## src/logic/ddsc_consts.svh

```systemverilog
// Constants for the disk drive status and clock output block.
`ifndef DDSC_CONSTS_SVH
`define DDSC_CONSTS_SVH
`define DDSC_CLK_KHZ         40000
`define DDSC_SERVO_PER_BYTE  8
`define DDSC_BYTE_HALF       4
`define DDSC_BYTES_PER_REV   13440
`define DDSC_POS_W           14
`define DDSC_INDEX_NS        1240
`define DDSC_INDEX_CYC       ((`DDSC_INDEX_NS * `DDSC_CLK_KHZ + 999999) / 1000000)
`define DDSC_CLEAR_MAX_NS    500
`define DDSC_CLEAR_MAX_CYC   ((`DDSC_CLEAR_MAX_NS * `DDSC_CLK_KHZ) / 1000000)
`define DDSC_SEL_MAX_NS      1000
`define DDSC_SEL_MAX_CYC     ((`DDSC_SEL_MAX_NS * `DDSC_CLK_KHZ) / 1000000)
`define DDSC_LOCK_PERIODS    88
`define DDSC_ADR_CTRL        8'h00
`define DDSC_ADR_STATUS      8'h04
`define DDSC_ADR_BYTE_POS    8'h08
`define DDSC_CTRL_RST        1'h1
`define DDSC_CTRL_BYTE_EN    0
`define DDSC_CTRL_CLR        1
`define DDSC_ST_FAULT        0
`define DDSC_ST_LOCKED       1
`define DDSC_ST_SELECTED     2
`define DDSC_ST_CAPACITY     3
`define DDSC_ST_READ_GATE    4
`define DDSC_ST_RUNNING      5
`endif

```

## src/logic/ddsc_pkg.sv

```systemverilog
// Types shared by the disk drive status and clock output block.
package ddsc_pkg;
  typedef enum logic [1:0] {DDSC_RD_IDLE, DDSC_RD_ACQ, DDSC_RD_LOCK} ddsc_rd_e;
  typedef struct packed {
    logic [2:0]  servo_cnt;
    logic [13:0] byte_pos;
    logic [5:0]  idx_cnt;
    logic        byte_clk;
    logic        byte_pulse;
    logic        index;
  } ddsc_tmr_s;
  typedef struct packed {
    logic        byte_en;
    logic        clr_pulse;
    logic        fault;
    logic        wdrive;
    ddsc_rd_e    rd;
    logic [6:0]  zero_cnt;
    logic        lock_start;
    logic        rd_data;
    logic        clk_out;
    logic        selected;
    logic        capacity;
    logic        ack;
    logic [31:0] dat;
  } ddsc_main_s;
endpackage : ddsc_pkg

```

## src/logic/ddsc_sync.sv

```systemverilog
// Two-flop synchroniser with a rising edge flag per bit.
`timescale 1ns/10ps
module ddsc_sync #(
  parameter int W = 1
) (
  // Clock and reset.
  input  wire logic         clk_i,
  input  wire logic         rst_i,
  // Asynchronous levels in, clean levels and edges out.
  input  wire logic [W-1:0] d_i,
  output logic      [W-1:0] q_o,
  output logic      [W-1:0] rise_o
);
  typedef struct packed {
    logic [W-1:0] s1;
    logic [W-1:0] s2;
    logic [W-1:0] s3;
  } ddsc_sync_s;
  ddsc_sync_s s_reg;
  ddsc_sync_s s_next;
  // The edge is taken from the second and third stages so the first stays private.
  always_comb begin
    s_next    = s_reg;
    s_next.s1 = d_i;
    s_next.s2 = s_reg.s1;
    s_next.s3 = s_reg.s2;
  end
  always_ff @(posedge clk_i) begin
    if (rst_i) begin
      s_reg <= '0;
    end else begin
      s_reg <= s_next;
    end
  end
  assign q_o    = s_reg.s2;
  assign rise_o = s_reg.s2 & ~s_reg.s3;
endmodule : ddsc_sync

```

## src/logic/ddsc_byte_timer.sv

```systemverilog
// Byte clock, byte position and track start marker from the servo clock.
`timescale 1ns/10ps
`include "ddsc_consts.svh"
module ddsc_byte_timer (
  // Clock and reset.
  input  wire logic        clk_i,
  input  wire logic        rst_i,
  // Servo clock edges and run qualifier.
  input  wire logic        servo_rise_i,
  input  wire logic        run_i,
  // Timing outputs.
  output logic             byte_clk_o,
  output logic             byte_pulse_o,
  output logic             index_o,
  output logic [13:0]      byte_pos_o
);
  localparam int IDX_CYC = `DDSC_INDEX_CYC;
  ddsc_pkg::ddsc_tmr_s s_reg;
  ddsc_pkg::ddsc_tmr_s s_next;
  logic [3:0] rise_seen;
  logic [6:0] idx_high;
  always_comb begin
    s_next            = s_reg;
    s_next.byte_pulse = 1'b0;
    if (s_reg.index) begin
      if (s_reg.idx_cnt == 6'(IDX_CYC - 1)) begin
        s_next.index = 1'b0;
      end else begin
        s_next.idx_cnt = s_reg.idx_cnt + 6'h01;
      end
    end
    if (!run_i) begin
      // Outside the recording zone or below speed no timing leaves the drive.
      s_next = '0;
    end else if (servo_rise_i) begin
      if (s_reg.servo_cnt == 3'(`DDSC_SERVO_PER_BYTE - 1)) begin
        s_next.servo_cnt  = 3'h0;
        s_next.byte_pulse = 1'b1;
        if (s_reg.byte_pos == 14'(`DDSC_BYTES_PER_REV - 1)) begin
          s_next.byte_pos = 14'h0000;
          s_next.index    = 1'b1;
          s_next.idx_cnt  = 6'h00;
        end else begin
          s_next.byte_pos = s_reg.byte_pos + 14'h0001;
        end
      end else begin
        s_next.servo_cnt = s_reg.servo_cnt + 3'h1;
      end
      s_next.byte_clk = (s_next.servo_cnt < 3'(`DDSC_BYTE_HALF));
    end
  end
  always_ff @(posedge clk_i) begin
    if (rst_i) begin
      s_reg     <= '0;
      rise_seen <= 4'h0;
      idx_high  <= 7'h00;
    end else begin
      s_reg <= s_next;
      if (!run_i) begin
        rise_seen <= 4'h0;
      end else if (s_reg.byte_pulse) begin
        rise_seen <= {3'h0, servo_rise_i};
      end else if (servo_rise_i) begin
        rise_seen <= rise_seen + 4'h1;
      end
      idx_high <= s_reg.index ? idx_high + 7'h01 : 7'h00;
    end
  end
  assign byte_clk_o   = s_reg.byte_clk;
  assign byte_pulse_o = s_reg.byte_pulse;
  assign index_o      = s_reg.index;
  assign byte_pos_o   = s_reg.byte_pos;
endmodule : ddsc_byte_timer

```

## src/logic/ddsc_status_clk.sv

```systemverilog
// Drive status, byte timing and read clock outputs toward the controller.
`timescale 1ns/10ps
`include "ddsc_consts.svh"
module ddsc_status_clk (
  // Clock and reset.
  input  wire logic        clk_i,
  input  wire logic        rst_i,
  // Wishbone register port.
  input  wire logic        wb_cyc_i,
  input  wire logic        wb_stb_i,
  input  wire logic        wb_we_i,
  input  wire logic [7:0]  wb_adr_i,
  input  wire logic [3:0]  wb_sel_i,
  input  wire logic [31:0] wb_dat_i,
  output logic      [31:0] wb_dat_o,
  output logic             wb_ack_o,
  // Clocks from the spindle servo and the data separator, and the separator's raw read data.
  input  wire logic        servo_clk_i,
  input  wire logic        read_clk_i,
  input  wire logic        read_raw_i,
  // Mechanism and media state.
  input  wire logic        at_speed_i,
  input  wire logic        in_zone_i,
  input  wire logic        drive_ready_i,
  input  wire logic        basic_media_i,
  input  wire logic        optional_media_i,
  // Controller lines.
  input  wire logic        select_i,
  input  wire logic        read_gate_i,
  input  wire logic        write_gate_i,
  input  wire logic [1:0]  head_sel_i,
  input  wire logic        fault_clear_i,
  // Write channel monitors.
  input  wire logic        write_current_i,
  input  wire logic        write_data_act_i,
  input  wire logic        multi_head_i,
  // Status and timing outputs.
  output logic             byte_clk_cmd_o,
  output logic             byte_clk_data_o,
  output logic             index_cmd_o,
  output logic             index_data_o,
  output logic             write_fault_o,
  output logic             capacity_o,
  output logic             unit_selected_o,
  // Clock and data toward the controller.
  output logic             servo_read_clk_o,
  output logic             read_data_o,
  // Internal read and write chain enables.
  output logic             write_drive_en_o,
  output logic             lock_start_o
);
  localparam int NPIN     = 18;
  localparam int P_SERVO  = 0;
  localparam int P_RCLK   = 1;
  localparam int P_RRAW   = 2;
  localparam int P_SPEED  = 3;
  localparam int P_ZONE   = 4;
  localparam int P_READY  = 5;
  localparam int P_BASIC  = 6;
  localparam int P_OPT    = 7;
  localparam int P_SEL    = 8;
  localparam int P_RGATE  = 9;
  localparam int P_WGATE  = 10;
  localparam int P_HEAD0  = 11;
  localparam int P_HEAD1  = 12;
  localparam int P_CLR    = 13;
  localparam int P_WCUR   = 14;
  localparam int P_WDAT   = 15;
  localparam int P_MULTI  = 16;
  localparam int P_SPARE  = 17;
  localparam int CLR_MAX  = `DDSC_CLEAR_MAX_CYC;
  localparam int SEL_MAX  = `DDSC_SEL_MAX_CYC;
  localparam int LOCK_MAX = `DDSC_LOCK_PERIODS;

  ddsc_pkg::ddsc_main_s s_reg;
  ddsc_pkg::ddsc_main_s s_next;
  logic [NPIN-1:0] pin_raw;
  logic [NPIN-1:0] pin_q;
  logic [NPIN-1:0] pin_rise;
  logic            run;
  logic            bclk;
  logic            bpulse;
  logic            index;
  logic [13:0]     byte_pos;
  logic            wf_cond;
  logic            clr_evt;
  logic            rg_ok;

  assign pin_raw = {1'b0, multi_head_i, write_data_act_i, write_current_i,
                    fault_clear_i, head_sel_i[1], head_sel_i[0], write_gate_i,
                    read_gate_i, select_i, optional_media_i, basic_media_i,
                    drive_ready_i, in_zone_i, at_speed_i, read_raw_i,
                    read_clk_i, servo_clk_i};

  // Every pin crosses in one place so all levels share the same latency.
  ddsc_sync #(
    .W      (NPIN)
  ) u_sync (
    .clk_i  (clk_i),
    .rst_i  (rst_i),
    .d_i    (pin_raw),
    .q_o    (pin_q),
    .rise_o (pin_rise)
  );

  assign run = pin_q[P_SPEED] & pin_q[P_ZONE] & s_reg.byte_en;

  ddsc_byte_timer u_timer (
    .clk_i        (clk_i),
    .rst_i        (rst_i),
    .servo_rise_i (pin_rise[P_SERVO]),
    .run_i        (run),
    .byte_clk_o   (bclk),
    .byte_pulse_o (bpulse),
    .index_o      (index),
    .byte_pos_o   (byte_pos)
  );

  // Write fault causes, sampled on synchronised levels.
  always_comb begin
    wf_cond = 1'b0;
    if (pin_q[P_WGATE]) begin
      wf_cond = !pin_q[P_WCUR] || !pin_q[P_WDAT] || !pin_q[P_READY] ||
                (pin_q[P_HEAD1] && pin_q[P_HEAD0]) || pin_q[P_MULTI] ||
                pin_q[P_RGATE];
    end else if (pin_q[P_WCUR]) begin
      wf_cond = 1'b1;
    end
  end

  assign clr_evt = pin_rise[P_CLR] | s_reg.clr_pulse;
  assign rg_ok   = pin_q[P_RGATE] & ~s_reg.fault;

  always_comb begin
    s_next            = s_reg;
    s_next.ack        = wb_cyc_i && wb_stb_i && !s_reg.ack;
    s_next.clr_pulse  = 1'b0;
    s_next.lock_start = 1'b0;
    s_next.dat        = 32'h00000000;
    // Register writes land on the edge at which the master sees the acknowledge.
    if (s_reg.ack && wb_cyc_i && wb_stb_i && wb_we_i && wb_sel_i[0]) begin
      if (wb_adr_i == `DDSC_ADR_CTRL) begin
        s_next.byte_en   = wb_dat_i[`DDSC_CTRL_BYTE_EN];
        s_next.clr_pulse = wb_dat_i[`DDSC_CTRL_CLR];
      end
    end
    // Unmapped addresses still answer, with zero data and no effect.
    if (s_next.ack && !wb_we_i) begin
      if (wb_adr_i == `DDSC_ADR_CTRL) begin
        s_next.dat[`DDSC_CTRL_BYTE_EN] = s_reg.byte_en;
      end else if (wb_adr_i == `DDSC_ADR_STATUS) begin
        s_next.dat[`DDSC_ST_FAULT]     = s_reg.fault;
        s_next.dat[`DDSC_ST_LOCKED]    = (s_reg.rd == ddsc_pkg::DDSC_RD_LOCK);
        s_next.dat[`DDSC_ST_SELECTED]  = s_reg.selected;
        s_next.dat[`DDSC_ST_CAPACITY]  = s_reg.capacity;
        s_next.dat[`DDSC_ST_READ_GATE] = pin_q[P_RGATE];
        s_next.dat[`DDSC_ST_RUNNING]   = run;
      end else if (wb_adr_i == `DDSC_ADR_BYTE_POS) begin
        s_next.dat[13:0] = byte_pos;
      end
    end
    // A new cause in the clearing cycle wins, so no fault is lost.
    if (clr_evt) begin
      s_next.fault = 1'b0;
    end
    if (wf_cond) begin
      s_next.fault = 1'b1;
    end
    s_next.wdrive = pin_q[P_WGATE] && !s_reg.fault && !wf_cond;
    // Read chain: acquire on zeros after the gate rises, then pass data.
    case (s_reg.rd)
      ddsc_pkg::DDSC_RD_IDLE: begin
        if (rg_ok) begin
          s_next.rd         = ddsc_pkg::DDSC_RD_ACQ;
          s_next.zero_cnt   = 7'h00;
          s_next.lock_start = 1'b1;
        end
      end
      ddsc_pkg::DDSC_RD_ACQ: begin
        if (!rg_ok) begin
          s_next.rd = ddsc_pkg::DDSC_RD_IDLE;
        end else if (pin_rise[P_RCLK]) begin
          if (pin_q[P_RRAW]) begin
            s_next.zero_cnt = 7'h00;
          end else if (s_reg.zero_cnt == 7'(LOCK_MAX - 1)) begin
            s_next.rd = ddsc_pkg::DDSC_RD_LOCK;
          end else begin
            s_next.zero_cnt = s_reg.zero_cnt + 7'h01;
          end
        end
      end
      ddsc_pkg::DDSC_RD_LOCK: begin
        if (!rg_ok) begin
          s_next.rd = ddsc_pkg::DDSC_RD_IDLE;
        end
      end
      default: begin
        s_next.rd = ddsc_pkg::DDSC_RD_IDLE;
      end
    endcase
    // A fresh cause reaches the latch one edge late, so it withholds data here too.
    if (s_reg.rd == ddsc_pkg::DDSC_RD_LOCK && rg_ok && !wf_cond) begin
      if (pin_rise[P_RCLK]) begin
        s_next.rd_data = pin_q[P_RRAW];
      end
    end else begin
      s_next.rd_data = 1'b0;
    end
    // Switching on one edge keeps the servo clock back well inside two periods.
    s_next.clk_out  = pin_q[P_RGATE] ? pin_q[P_RCLK] : pin_q[P_SERVO];
    s_next.selected = pin_q[P_SEL];
    s_next.capacity = pin_q[P_BASIC] & pin_q[P_OPT];
  end

  always_ff @(posedge clk_i) begin
    if (rst_i) begin
      s_reg         <= '0;
      s_reg.byte_en <= `DDSC_CTRL_RST;
    end else begin
      s_reg <= s_next;
    end
  end

  assign wb_dat_o         = s_reg.dat;
  assign wb_ack_o         = s_reg.ack;
  // Only the command cable copies depend on selection.
  assign byte_clk_cmd_o   = bclk & s_reg.selected;
  assign byte_clk_data_o  = bclk;
  assign index_cmd_o      = index & s_reg.selected;
  assign index_data_o     = index;
  assign write_fault_o    = s_reg.fault;
  assign capacity_o       = s_reg.capacity;
  assign unit_selected_o  = s_reg.selected;
  assign servo_read_clk_o = s_reg.clk_out;
  assign read_data_o      = s_reg.rd_data;
  assign write_drive_en_o = s_reg.wdrive;
  assign lock_start_o     = s_reg.lock_start;
endmodule : ddsc_status_clk

```

## config.mk

```make
export PLATFORM = sky130hd
export DESIGN_NAME = ddsc_status_clk
export DESIGN_NICKNAME = d
export VERILOG_FILES = /design/src/logic/ddsc_pkg.sv /design/src/logic/ddsc_sync.sv /design/src/logic/ddsc_byte_timer.sv /design/src/logic/ddsc_status_clk.sv
export VERILOG_INCLUDE_DIRS = /design/src /design/src/logic
export SDC_FILE = /design/constraint.sdc
export NUM_CORES = 1
export LEC_CHECK = 0
export BUFFER_PORTS_ARGS = -buffer_cell sky130_fd_sc_hd__buf_4
export CAP_MARGIN = 15
export CORE_MARGIN = 2
export CORE_UTILIZATION = 45
export CTS_CLUSTER_SIZE = 12
export DETAILED_ROUTE_END_ITERATION = 8
export HOLD_SLACK_MARGIN = 0.1
export PLACE_DENSITY = 0.71
export RECOVER_POWER = 100
export SLEW_MARGIN = 20
export SYNTH_ARGS = -nofsm -noshare
export SYNTH_HDL_FRONTEND = slang
export SYNTH_SLANG_ARGS = --single-unit
export TNS_END_PERCENT = 1
```

## constraint.sdc

```tcl
create_clock -name clk_i -period 2.85 [get_ports clk_i]
set_input_delay 0.285 -clock clk_i [delete_from_list [all_inputs] [get_ports clk_i]]
set_output_delay 0.285 -clock clk_i [all_outputs]
set_load 0.005 [all_outputs]
```

==> results_dict.tcl, run 1 <==
set metrics [dict create \
    run_status "finished clean" \
    rr_startpoint "u_timer.s_reg[23]" \
    global_placer_s_final_weighted_congestion 0.765 \
    critical_path_buf_inv_count 2 \
    clock.fmax_mhz 441 \
    cap_viol_max_count 0 \
    final_nets 502 \
    most_common_cell_after_layout_fill_and_taps_aside "dfxtp_1" \
    cpLargestDelayFamily "buffers and inverters" \
    timing.max_slew.rel_slack_pct 22.0 \
    grt_util_all_layers_pct 14.9 \
    timing_worst_slew_pin_value_ns 1.17 \
    finish.instance_area_mm2 0.00430 \
    vdd_ir_drop_max_uv 300 \
    grt_pass1_wl_mm 10.3 \
    count_of_final_max_slew_check_failures 0 \
    timing.reg2reg.setup_slack_ns 0.64 \
    timing.final.crit_share_pct 79.6 \
    layout.cells.most_common_list "dfxtp_1, nor2b_1, nor2_1" \
    clock-root-buffer "clkbuf_8" \
    place_hpwl_mm 4.51 \
    leakage_nw 1.67 \
    crit_chain "clkbuf_1 > buf_4 > nand2b_1 > a31o_1 > nor2_1" \
    finalCriticalPeriod_ns 2.27 \
    cts_tree "done" \
    clock_tree.htree_level_count 3 \
    required_ns 3.09 \
    seq_area_frac_synth_pct 51.3 \
    final_antenna_net_count 0 \
    clock_insertion_delay_at_the_later_pin_of_the_skew_report_ns 0.37 \
    post_dp_cell_area_mm2 0.00406 \
    grt_remaining_overflow 0 \
    synthArstFlopShare_pct 0 \
    synth-edff-count 0 \
    postRouteWirelength_mm 6.32 \
    critical_path.max_stage_delay_ns 0.75 \
    floorplan.initialDensity_pct 45.8 \
    chipHeight_um 94.8 \
    cts_inserted_buffers 9 \
    detailedRoute.firstIterationViolations 93 \
    finalClockSkew_ns 0.0134 \
    drt-pass1-iter-count 4 \
    register_area_mm2 0.00190 \
    filler_cell_count 760 \
    synth_cells 382 \
    routed_wire_length_per_instance_um 11.7 \
    hold_viol 0 \
    endpoint_kind "flip-flop" \
    hold_buffers 2 \
    worstPathArrival_ns 2.51 \
    via_count 2584 \
    first_global_vias 2308 \
    cts-resized-gates 0 \
    antenna_found_initial 0 \
    path_clk_slew_ns 0.10 \
    min_path_cells 2 \
    placeableCoreArea_mm2 0.00809 \
    cts_post_setup_buffers_inserted 0 \
    area_growth_syn_to_layout_pct 15.9 \
    synthesis.area_per_instance_um2 9.71 \
    synth-warning-count 0 \
    clock_sinks 95 \
    finalPower_mw 2.36 \
    grt_max_degree 30 \
    hold_class "in2reg" \
    synthesis.area_mm2 0.00371 \
    grt_setup_unrepaired "false" \
    hold_path_end "u_sync.s_next[24]" \
    multiInputGateArea_mm2 0.00155 \
    power_per_cell_area_mw_per_mm2 548 \
    finalSetupViolations 0 \
    worstPathMaxFanout 29 \
    fraction_of_layout_instances_using_a_drive_strength_above_1_pct 17.7 \
    antenna_cells 0 \
    timing.setup.critical_path_class "in2reg" \
    die_w_um 94.8 \
    std_cell_rows 33 \
    design.die.area_mm2 0.00898 \
    timing.setup.tns_ns 0 \
    regToRegEndpoint "u_timer.byte_pos_o[3]" \
    timing.hold.ws_ns 0.117 \
    detail_route.drc_violations 0 \
    hold_start "basic_media_i" \
    ys_seq_elements 95 \
    io-pin-count 110 \
    post_drt_via_cell_ratio 4.79 \
    critPathSlowestCell "clkbuf_1" \
    critical_path.startpoint_type "primary input" \
    io_buffers 58 \
    reg2reg_depth 6 \
    clock_path_buffers 2 \
    ys_types 44 \
    synth_flop_cell "dfxtp_1" \
]
[report_power, final]
part,switching [mW],internal [mW],total [mW]
clock network,0.535,0.353,0.888
logic,0.0431,0.0583,0.101
registers,0.0124,1.35,1.37
[logic make-up (layout without fill, tap and decap cells)]
logic type	Yosys count	count (layout)	share of synthesized area [%]
adders and majority gates	6	6	2.02
other	1	18	0.101
AOI/OAI and AO/OA	33	33	5.70
and+or+nand+nor	173	173	26.5
DFF	95	95	51.3
xor gates and xnor gates	17	17	4.01
muxes	7	7	1.96
buffers and inverters	50	86	8.43
[worst max path at each step]
stage | from | endpoint | slack [ns] | depth (start not counted)
finish | rst_i | u_timer.byte_pos_o[3] | 0.58 | 5
global route | rst_i | wb_dat_o[2] | 0.30 | 5
CTS | u_timer.s_reg[23] | u_timer.byte_pos_o[3] | 0.83 | 6
detailed placement | u_timer.s_reg[23] | u_timer.byte_pos_o[7] | 0.86 | 6
global placement | u_timer.s_reg[23] | u_timer.s_reg[5] | 0.88 | 6
floorplan | u_timer.s_reg[23] | u_timer.byte_pos_o[10] | 1.02 | 8
[cells in the mapped netlist (all sizes together), types with 2 or more instances]
cell    count  share of area, %
buf        35               6.9
and4bb      2              0.67
nand3      10               1.3
a21oi       9               1.2
and2       10               1.7
xnor2      12               2.8
xor2        5               1.2
nor4        8               1.3
nand4       7               1.2
nand2      19               1.9
a31oi       4              0.67
dfxtp      95                51
mux2i       5               1.3
nor2       35               3.5
o31ai       4              0.81
clkbuf      9              0.94
nand2b      6               1.0
nand4b      4              0.94
inv         6              0.61
nor2b      46               7.8
and3        4              0.81
or3b        2              0.47
nor3b       4              0.94
ha          6               2.0
nand3b      4              0.81
a22o        4              0.94
mux2        2              0.61
nor3        7              0.94
o21ai       8               1.1
[area by class of cell]
type | count | area share (%)
Tap cell | 105 | 3.06
Timing Repair Buffer | 64 | 11.3
Multi-Input combinational cell | 254 | 36.1
Inverter | 6 | 0.524
Clock buffer | 9 | 2.88
Clock inverter | 7 | 1.89
Sequential cell | 95 | 44.2
[metrics by stage]
step                worst slack (ns)  utilization, %  instances
global placement               0.881            50.1        519
finish                         0.581            53.1        540
detailed placement             0.858            50.1        519
CTS                            0.832            52.9        537
floorplan                       1.02               -        399
global route                   0.303            53.1        540
[metal layers]
| metal | vias up | global-route usage [%] | share of wire (%) |
|---|---|---|---|
| met5 | - | 0 | 0 |
| met4 | 0 | 6.76 | 1.7 |
| met3 | 9 | 5.03 | 5.7 |
| met2 | 74 | 22.9 | 45 |
| met1 | 1166 | 18.9 | 47 |
| li1 | 1335 | - | - |
Note: power is estimated with default switching activity, not from simulation.
==> run 2: changes to the inputs <==
- PLACE_DENSITY: 0.71 -> 0.74
- clock period: 2.85 -> 2 ns (I/O delays scaled with it)
==> run 2 against run 1 <==
Critical path depth up 1. Sequential share of layout area fell by 1.4 points. Clock-buffer cell count is the same. Clock skew is 0.0028 ns lower. Critical endpoint is now u_timer.byte_pos_o[13]. Largest cell class unchanged.
==> results_dict.tcl, run 2 (synthesis results as in run 1) <==
set metrics [dict create \
    run_status "finished clean" \
    grt_max_degree 31 \
    final_nets 523 \
    critical_path_buf_inv_count 0 \
    detail_route.drc_violations 0 \
    clock_tree.htree_level_count 3 \
    die_w_um 94.8 \
    clock.fmax_mhz 548 \
    first_global_vias 2448 \
    drt-pass1-iter-count 4 \
    antenna_cells 0 \
    layout.cells.non_filler 561 \
    path_clk_slew_ns 0.10 \
    cts_tree "done" \
    hold_viol 0 \
    clock-root-buffer "clkbuf_8" \
    grt_setup_unrepaired "false" \
    hold_class "in2reg" \
    chipHeight_um 94.8 \
    area_growth_syn_to_layout_pct 19.8 \
    layout.cells.most_common_list "dfxtp_1, nor2b_1, buf_4" \
    antenna_found_initial 0 \
    timing.hold.ws_ns 0.121 \
    via_count 2685 \
    most_common_cell_after_layout_fill_and_taps_aside "dfxtp_1" \
    cts_post_setup_buffers_inserted 0 \
    min_path_cells 2 \
    final_antenna_net_count 0 \
    required_ns 2.26 \
    global_placer_s_final_weighted_congestion 0.788 \
    cap_viol_max_count 0 \
    worst_setup_timing_slack_at_the_placement_stage_ns 0.191 \
    std_cell_rows 33 \
    finalClockSkew_ns 0.0106 \
    place_hpwl_mm 4.66 \
    worstPathMaxFanout 6 \
    path_depth 6 \
    cts_inserted_buffers 9 \
    finalCriticalPeriod_ns 1.82 \
    critPathSlowestCell "nor4_1" \
    detailedRoute.firstIterationViolations 81 \
    cpLargestDelayFamily "simple AND/OR/NAND/NOR gates" \
    filler_cell_count 748 \
    layout.core_utilization_pct 54.9 \
    timing_worst_slew_pin_value_ns 1.12 \
    post_drt_via_cell_ratio 4.79 \
    endpoint_kind "flip-flop" \
    postRouteWirelength_mm 6.59 \
    finalPower_mw 3.31 \
    register_area_mm2 0.00190 \
    grt_remaining_overflow 0 \
    timing.setup.critical_path_class "reg2reg" \
    place_inst 527 \
    floorplan.initialDensity_pct 45.8 \
    multiInputGateArea_mm2 0.00155 \
    grt_pass1_wl_mm 10.8 \
    path_common_cell "ha_1" \
    io-pin-count 110 \
    routed_wire_length_per_instance_um 11.8 \
    vdd_ir_drop_max_uv 498 \
    io_buffers 58 \
    clock_insertion_delay_at_the_later_pin_of_the_skew_report_ns 0.36 \
    leakage_nw 1.72 \
    critical_path.startpoint_type "flip-flop" \
    critical_path.max_stage_delay_ns 0.42 \
    finish.instance_area_mm2 0.00444 \
    setup_slack_ns 0.176 \
    timing.final.crit_share_pct 91.2 \
    worstPathArrival_ns 2.09 \
    reg2reg_depth 6 \
    placeableCoreArea_mm2 0.00809 \
    count_of_final_max_slew_check_failures 0 \
    fraction_of_layout_instances_using_a_drive_strength_above_1_pct 17.3 \
    post_dp_cell_area_mm2 0.00413 \
    clock_sinks 95 \
    crit_chain "ha_1 > ha_1 > nand4_1 > nor4_1 > xnor2_1 > nor2_1" \
    timing.max_slew.rel_slack_pct 25.6 \
    design.die.area_mm2 0.00898 \
    timing.setup.tns_ns 0 \
    clock_path_buffers 2 \
    power_per_cell_area_mw_per_mm2 745 \
    grt_util_all_layers_pct 15.4 \
    finalSetupViolations 0 \
]
## run 2: cell type report
type,count,share of cell area [%]
clock buffers,9,2.79
flip-flops and latches,95,42.8
repair buffers,85,14.6
inverters,6,0.507
clock inverters,7,1.38
well taps,105,2.96
multi-input cells,254,35.0
## run 2: layer usage
layer | vias up | global-route usage [%] | routed length, um
li1 | 1376 | - | -
met1 | 1225 | 19.3 | 3170
met2 | 74 | 25.4 | 2980
met3 | 10 | 3.83 | 349
met4 | 0 | 5.92 | 92
met5 | - | 0 | 0
## run 2: what timing repair did
| action | in CTS | in global routing |
|---|---|---|
| endpoints found under the hold margin | 18 | 0 |
| setup endpoints to repair | 0 | 1 |
| hold buffers | 18 | 0 |
| resized for setup | 0 | 1 |
## run 2: path summary, 6_finish.rpt
kind / start / endpoint / slack, ns
hold / removal: wb_dat_i[1] / s_reg[49] / 0.12
setup / recovery: u_timer.s_reg[23] / u_timer.byte_pos_o[13] / 0.18
setup reg to reg: u_timer.s_reg[23] / u_timer.byte_pos_o[13] / 0.18
hold reg to reg: u_sync.s_next[25] / u_sync.q_o[7] / 0.44
## run 2: report_power, final
group	leakage [nW]	internal, mW	switching (mW)	total (mW)
registers	0.773	1.93	0.0157	1.94
clock network	0.0940	0.478	0.717	1.20
logic	0.857	0.0995	0.0687	0.168
total	1.72	2.51	0.801	3.31
==> run 3: changes to the inputs <==
- CELL_PAD_IN_SITES_DETAIL_PLACEMENT: default -> 1
- CELL_PAD_IN_SITES_GLOBAL_PLACEMENT: default -> 2
- CORE_UTILIZATION: 45 -> 27
- PLACE_DENSITY: 0.74 -> default
- PLACE_DENSITY_LB_ADDON: default -> 0.1
==> run 3 against run 2 <==
Clock skew decreased by 0.0041 ns. Critical path depth decreased by 1. Clock power increased by 38%. Global-route usage decreased by 3.3 points. Cell count increased by 13%. Fmax increased by 1.4%. Non-clock buffer count increased by 4. Sequential share of layout area decreased by 2.1 points. Power increased by 14%. Wire length increased by 23%. Die area increased by 64%. Critical path type unchanged.
==> results_dict.tcl, run 3 (synthesis results as in run 1) <==
set metrics [dict create \
    design.die.area_mm2 0.0147 \
    regToRegEndpoint "wb_dat_o[2]" \
    grt_pass1_wl_mm 13.6 \
    timing.max_slew.rel_slack_pct 33.3 \
    clock_tree.htree_level_count 3 \
    post_drt_via_cell_ratio 4.27 \
    grt_max_degree 51 \
    final_nets 527 \
    die_w_um 121 \
    detail_route.drc_violations 0 \
    most_common_cell_after_layout_fill_and_taps_aside "dfxtp_1" \
    timing.final.crit_share_pct 89.9 \
    timing.reg2reg.setup_slack_ns 0.20 \
    clock-root-buffer "clkbuf_16" \
    io_buffers 58 \
    crit_chain "and4bb_1 > nand4b_1 > nor3b_2 > clkbuf_1 > a22o_1" \
    via_count 2717 \
    drt-pass1-iter-count 4 \
    antenna_cells 0 \
    grt_remaining_overflow 0 \
    layout.cells.most_common_list "dfxtp_1, nor2b_1, buf_4" \
    finalSetupViolations 0 \
    cpLargestDelayFamily "simple AND/OR/NAND/NOR gates" \
    routed_wire_length_per_instance_um 12.7 \
    placeableCoreArea_mm2 0.0133 \
    worst_setup_timing_slack_at_the_placement_stage_ns 0.277 \
    path_depth 5 \
    rr_startpoint "wb_ack_o" \
    clock_sinks 95 \
    io-pin-count 110 \
    first_global_vias 2682 \
    cts_inserted_buffers 9 \
    hold_class "in2reg" \
    cts-resized-gates 0 \
    reg2reg_depth 5 \
    timing.setup.tns_ns 0 \
    multiInputGateArea_mm2 0.00155 \
    setup_slack_ns 0.201 \
    chipHeight_um 121 \
    finalPower_mw 3.77 \
    grt_util_all_layers_pct 12.1 \
    clock_path_buffers 2 \
    vdd_ir_drop_max_uv 399 \
    worstPathArrival_ns 2.08 \
    timing_worst_slew_pin_value_ns 1.00 \
    register_area_mm2 0.00190 \
    critPathSlowestCell "clkbuf_1" \
    critical_path.startpoint_type "flip-flop" \
    grt_setup_unrepaired "false" \
    final_antenna_net_count 0 \
    count_of_final_max_slew_check_failures 0 \
    layout.cells.non_filler 636 \
    hold_viol 0 \
    power_per_cell_area_mw_per_mm2 807 \
    std_cell_rows 42 \
    floorplan.initialDensity_pct 27.8 \
    cts_post_setup_buffers_inserted 0 \
    worst_setup_path_endpoint "wb_dat_o[2]" \
    finalCriticalPeriod_ns 1.80 \
    global_placer_s_final_weighted_congestion 0.758 \
    detailedRoute.firstIterationViolations 46 \
    finalClockSkew_ns 0.00650 \
    leakage_nw 1.79 \
    required_ns 2.28 \
    filler_cell_count 1523 \
    timing.hold.ws_ns 0.148 \
    endpoint_kind "flip-flop" \
    place_inst 602 \
    antenna_found_initial 0 \
    path_clk_slew_ns 0.06 \
    timing.setup.critical_path_class "reg2reg" \
    clock.fmax_mhz 556 \
    hold_buffers 18 \
    cts_tree "done" \
    critPathLaunch "wb_ack_o" \
    critical_path_buf_inv_count 1 \
    worstPathMaxFanout 13 \
    clock_insertion_delay_at_the_later_pin_of_the_skew_report_ns 0.34 \
    critical_path.max_stage_delay_ns 0.49 \
    fraction_of_layout_instances_using_a_drive_strength_above_1_pct 17.8 \
    area_growth_syn_to_layout_pct 26.0 \
    run_status "finished clean" \
    place_hpwl_mm 5.82 \
    postRouteWirelength_mm 8.10 \
    cap_viol_max_count 0 \
]
run 3: cell count changes in the layout (fill, tap and decap cells not counted), moves of 2 or more:
cell / change
and2_1: -5
inv_8: -2
clkbuf_8: -8
and2_0: +5
clkbuf_16: +9
run 3: worst register-to-register path: stages (launching register included):
cell and delay [ns]:
dfxtp_1 0.33, and4bb_1 0.27, nand4b_1 0.20, nor3b_2 0.20
clkbuf_1 0.49, a22o_1 0.25
run 3: final cells by class:
class,count,area share [%]
inverter,6,0.482
timing repair buffer,89,14.7
multi-input combinational,254,33.2
tap,176,4.71
clock buffer,10,5.11
clock inverter,6,1.10
sequential,95,40.7
run 3: metal layers:
layer	global-route usage, %	wire length [um]	up-vias
li1	-	-	1383
met1	16.1	4030	1256
met2	18.3	3520	68
met3	3.48	429	10
met4	4.96	118	0
met5	0	0	-
run 3: how the worst min path moves through the flow:
| stage | startpoint | to | cells after the start |
|---|---|---|---|
| floorplan | servo_clk_i | u_sync.s_next[18] | 1 |
| global placement | multi_head_i | u_sync.s_next[34] | 2 |
| detailed placement | write_current_i | u_sync.s_next[32] | 2 |
| CTS | wb_dat_i[1] | s_reg[49] | 2 |
| global route | wb_dat_i[1] | s_reg[49] | 2 |
| finish | wb_dat_i[1] | s_reg[49] | 2 |
run 3: metrics by stage:
stage / area (um2) / util (%)
CTS: 4720 / 35.3
finish: 4670 / 35.0
detailed placement: 4250 / 31.8
global placement: 4250 / 31.8
global route: 4670 / 35.0
floorplan: 3770 / -
run 3: power breakdown:
group	leakage (nW)	switching [mW]	internal, mW
Clock	0.140	0.757	0.894
Combinational	0.877	0.0735	0.101
Sequential	0.773	0.0154	1.93
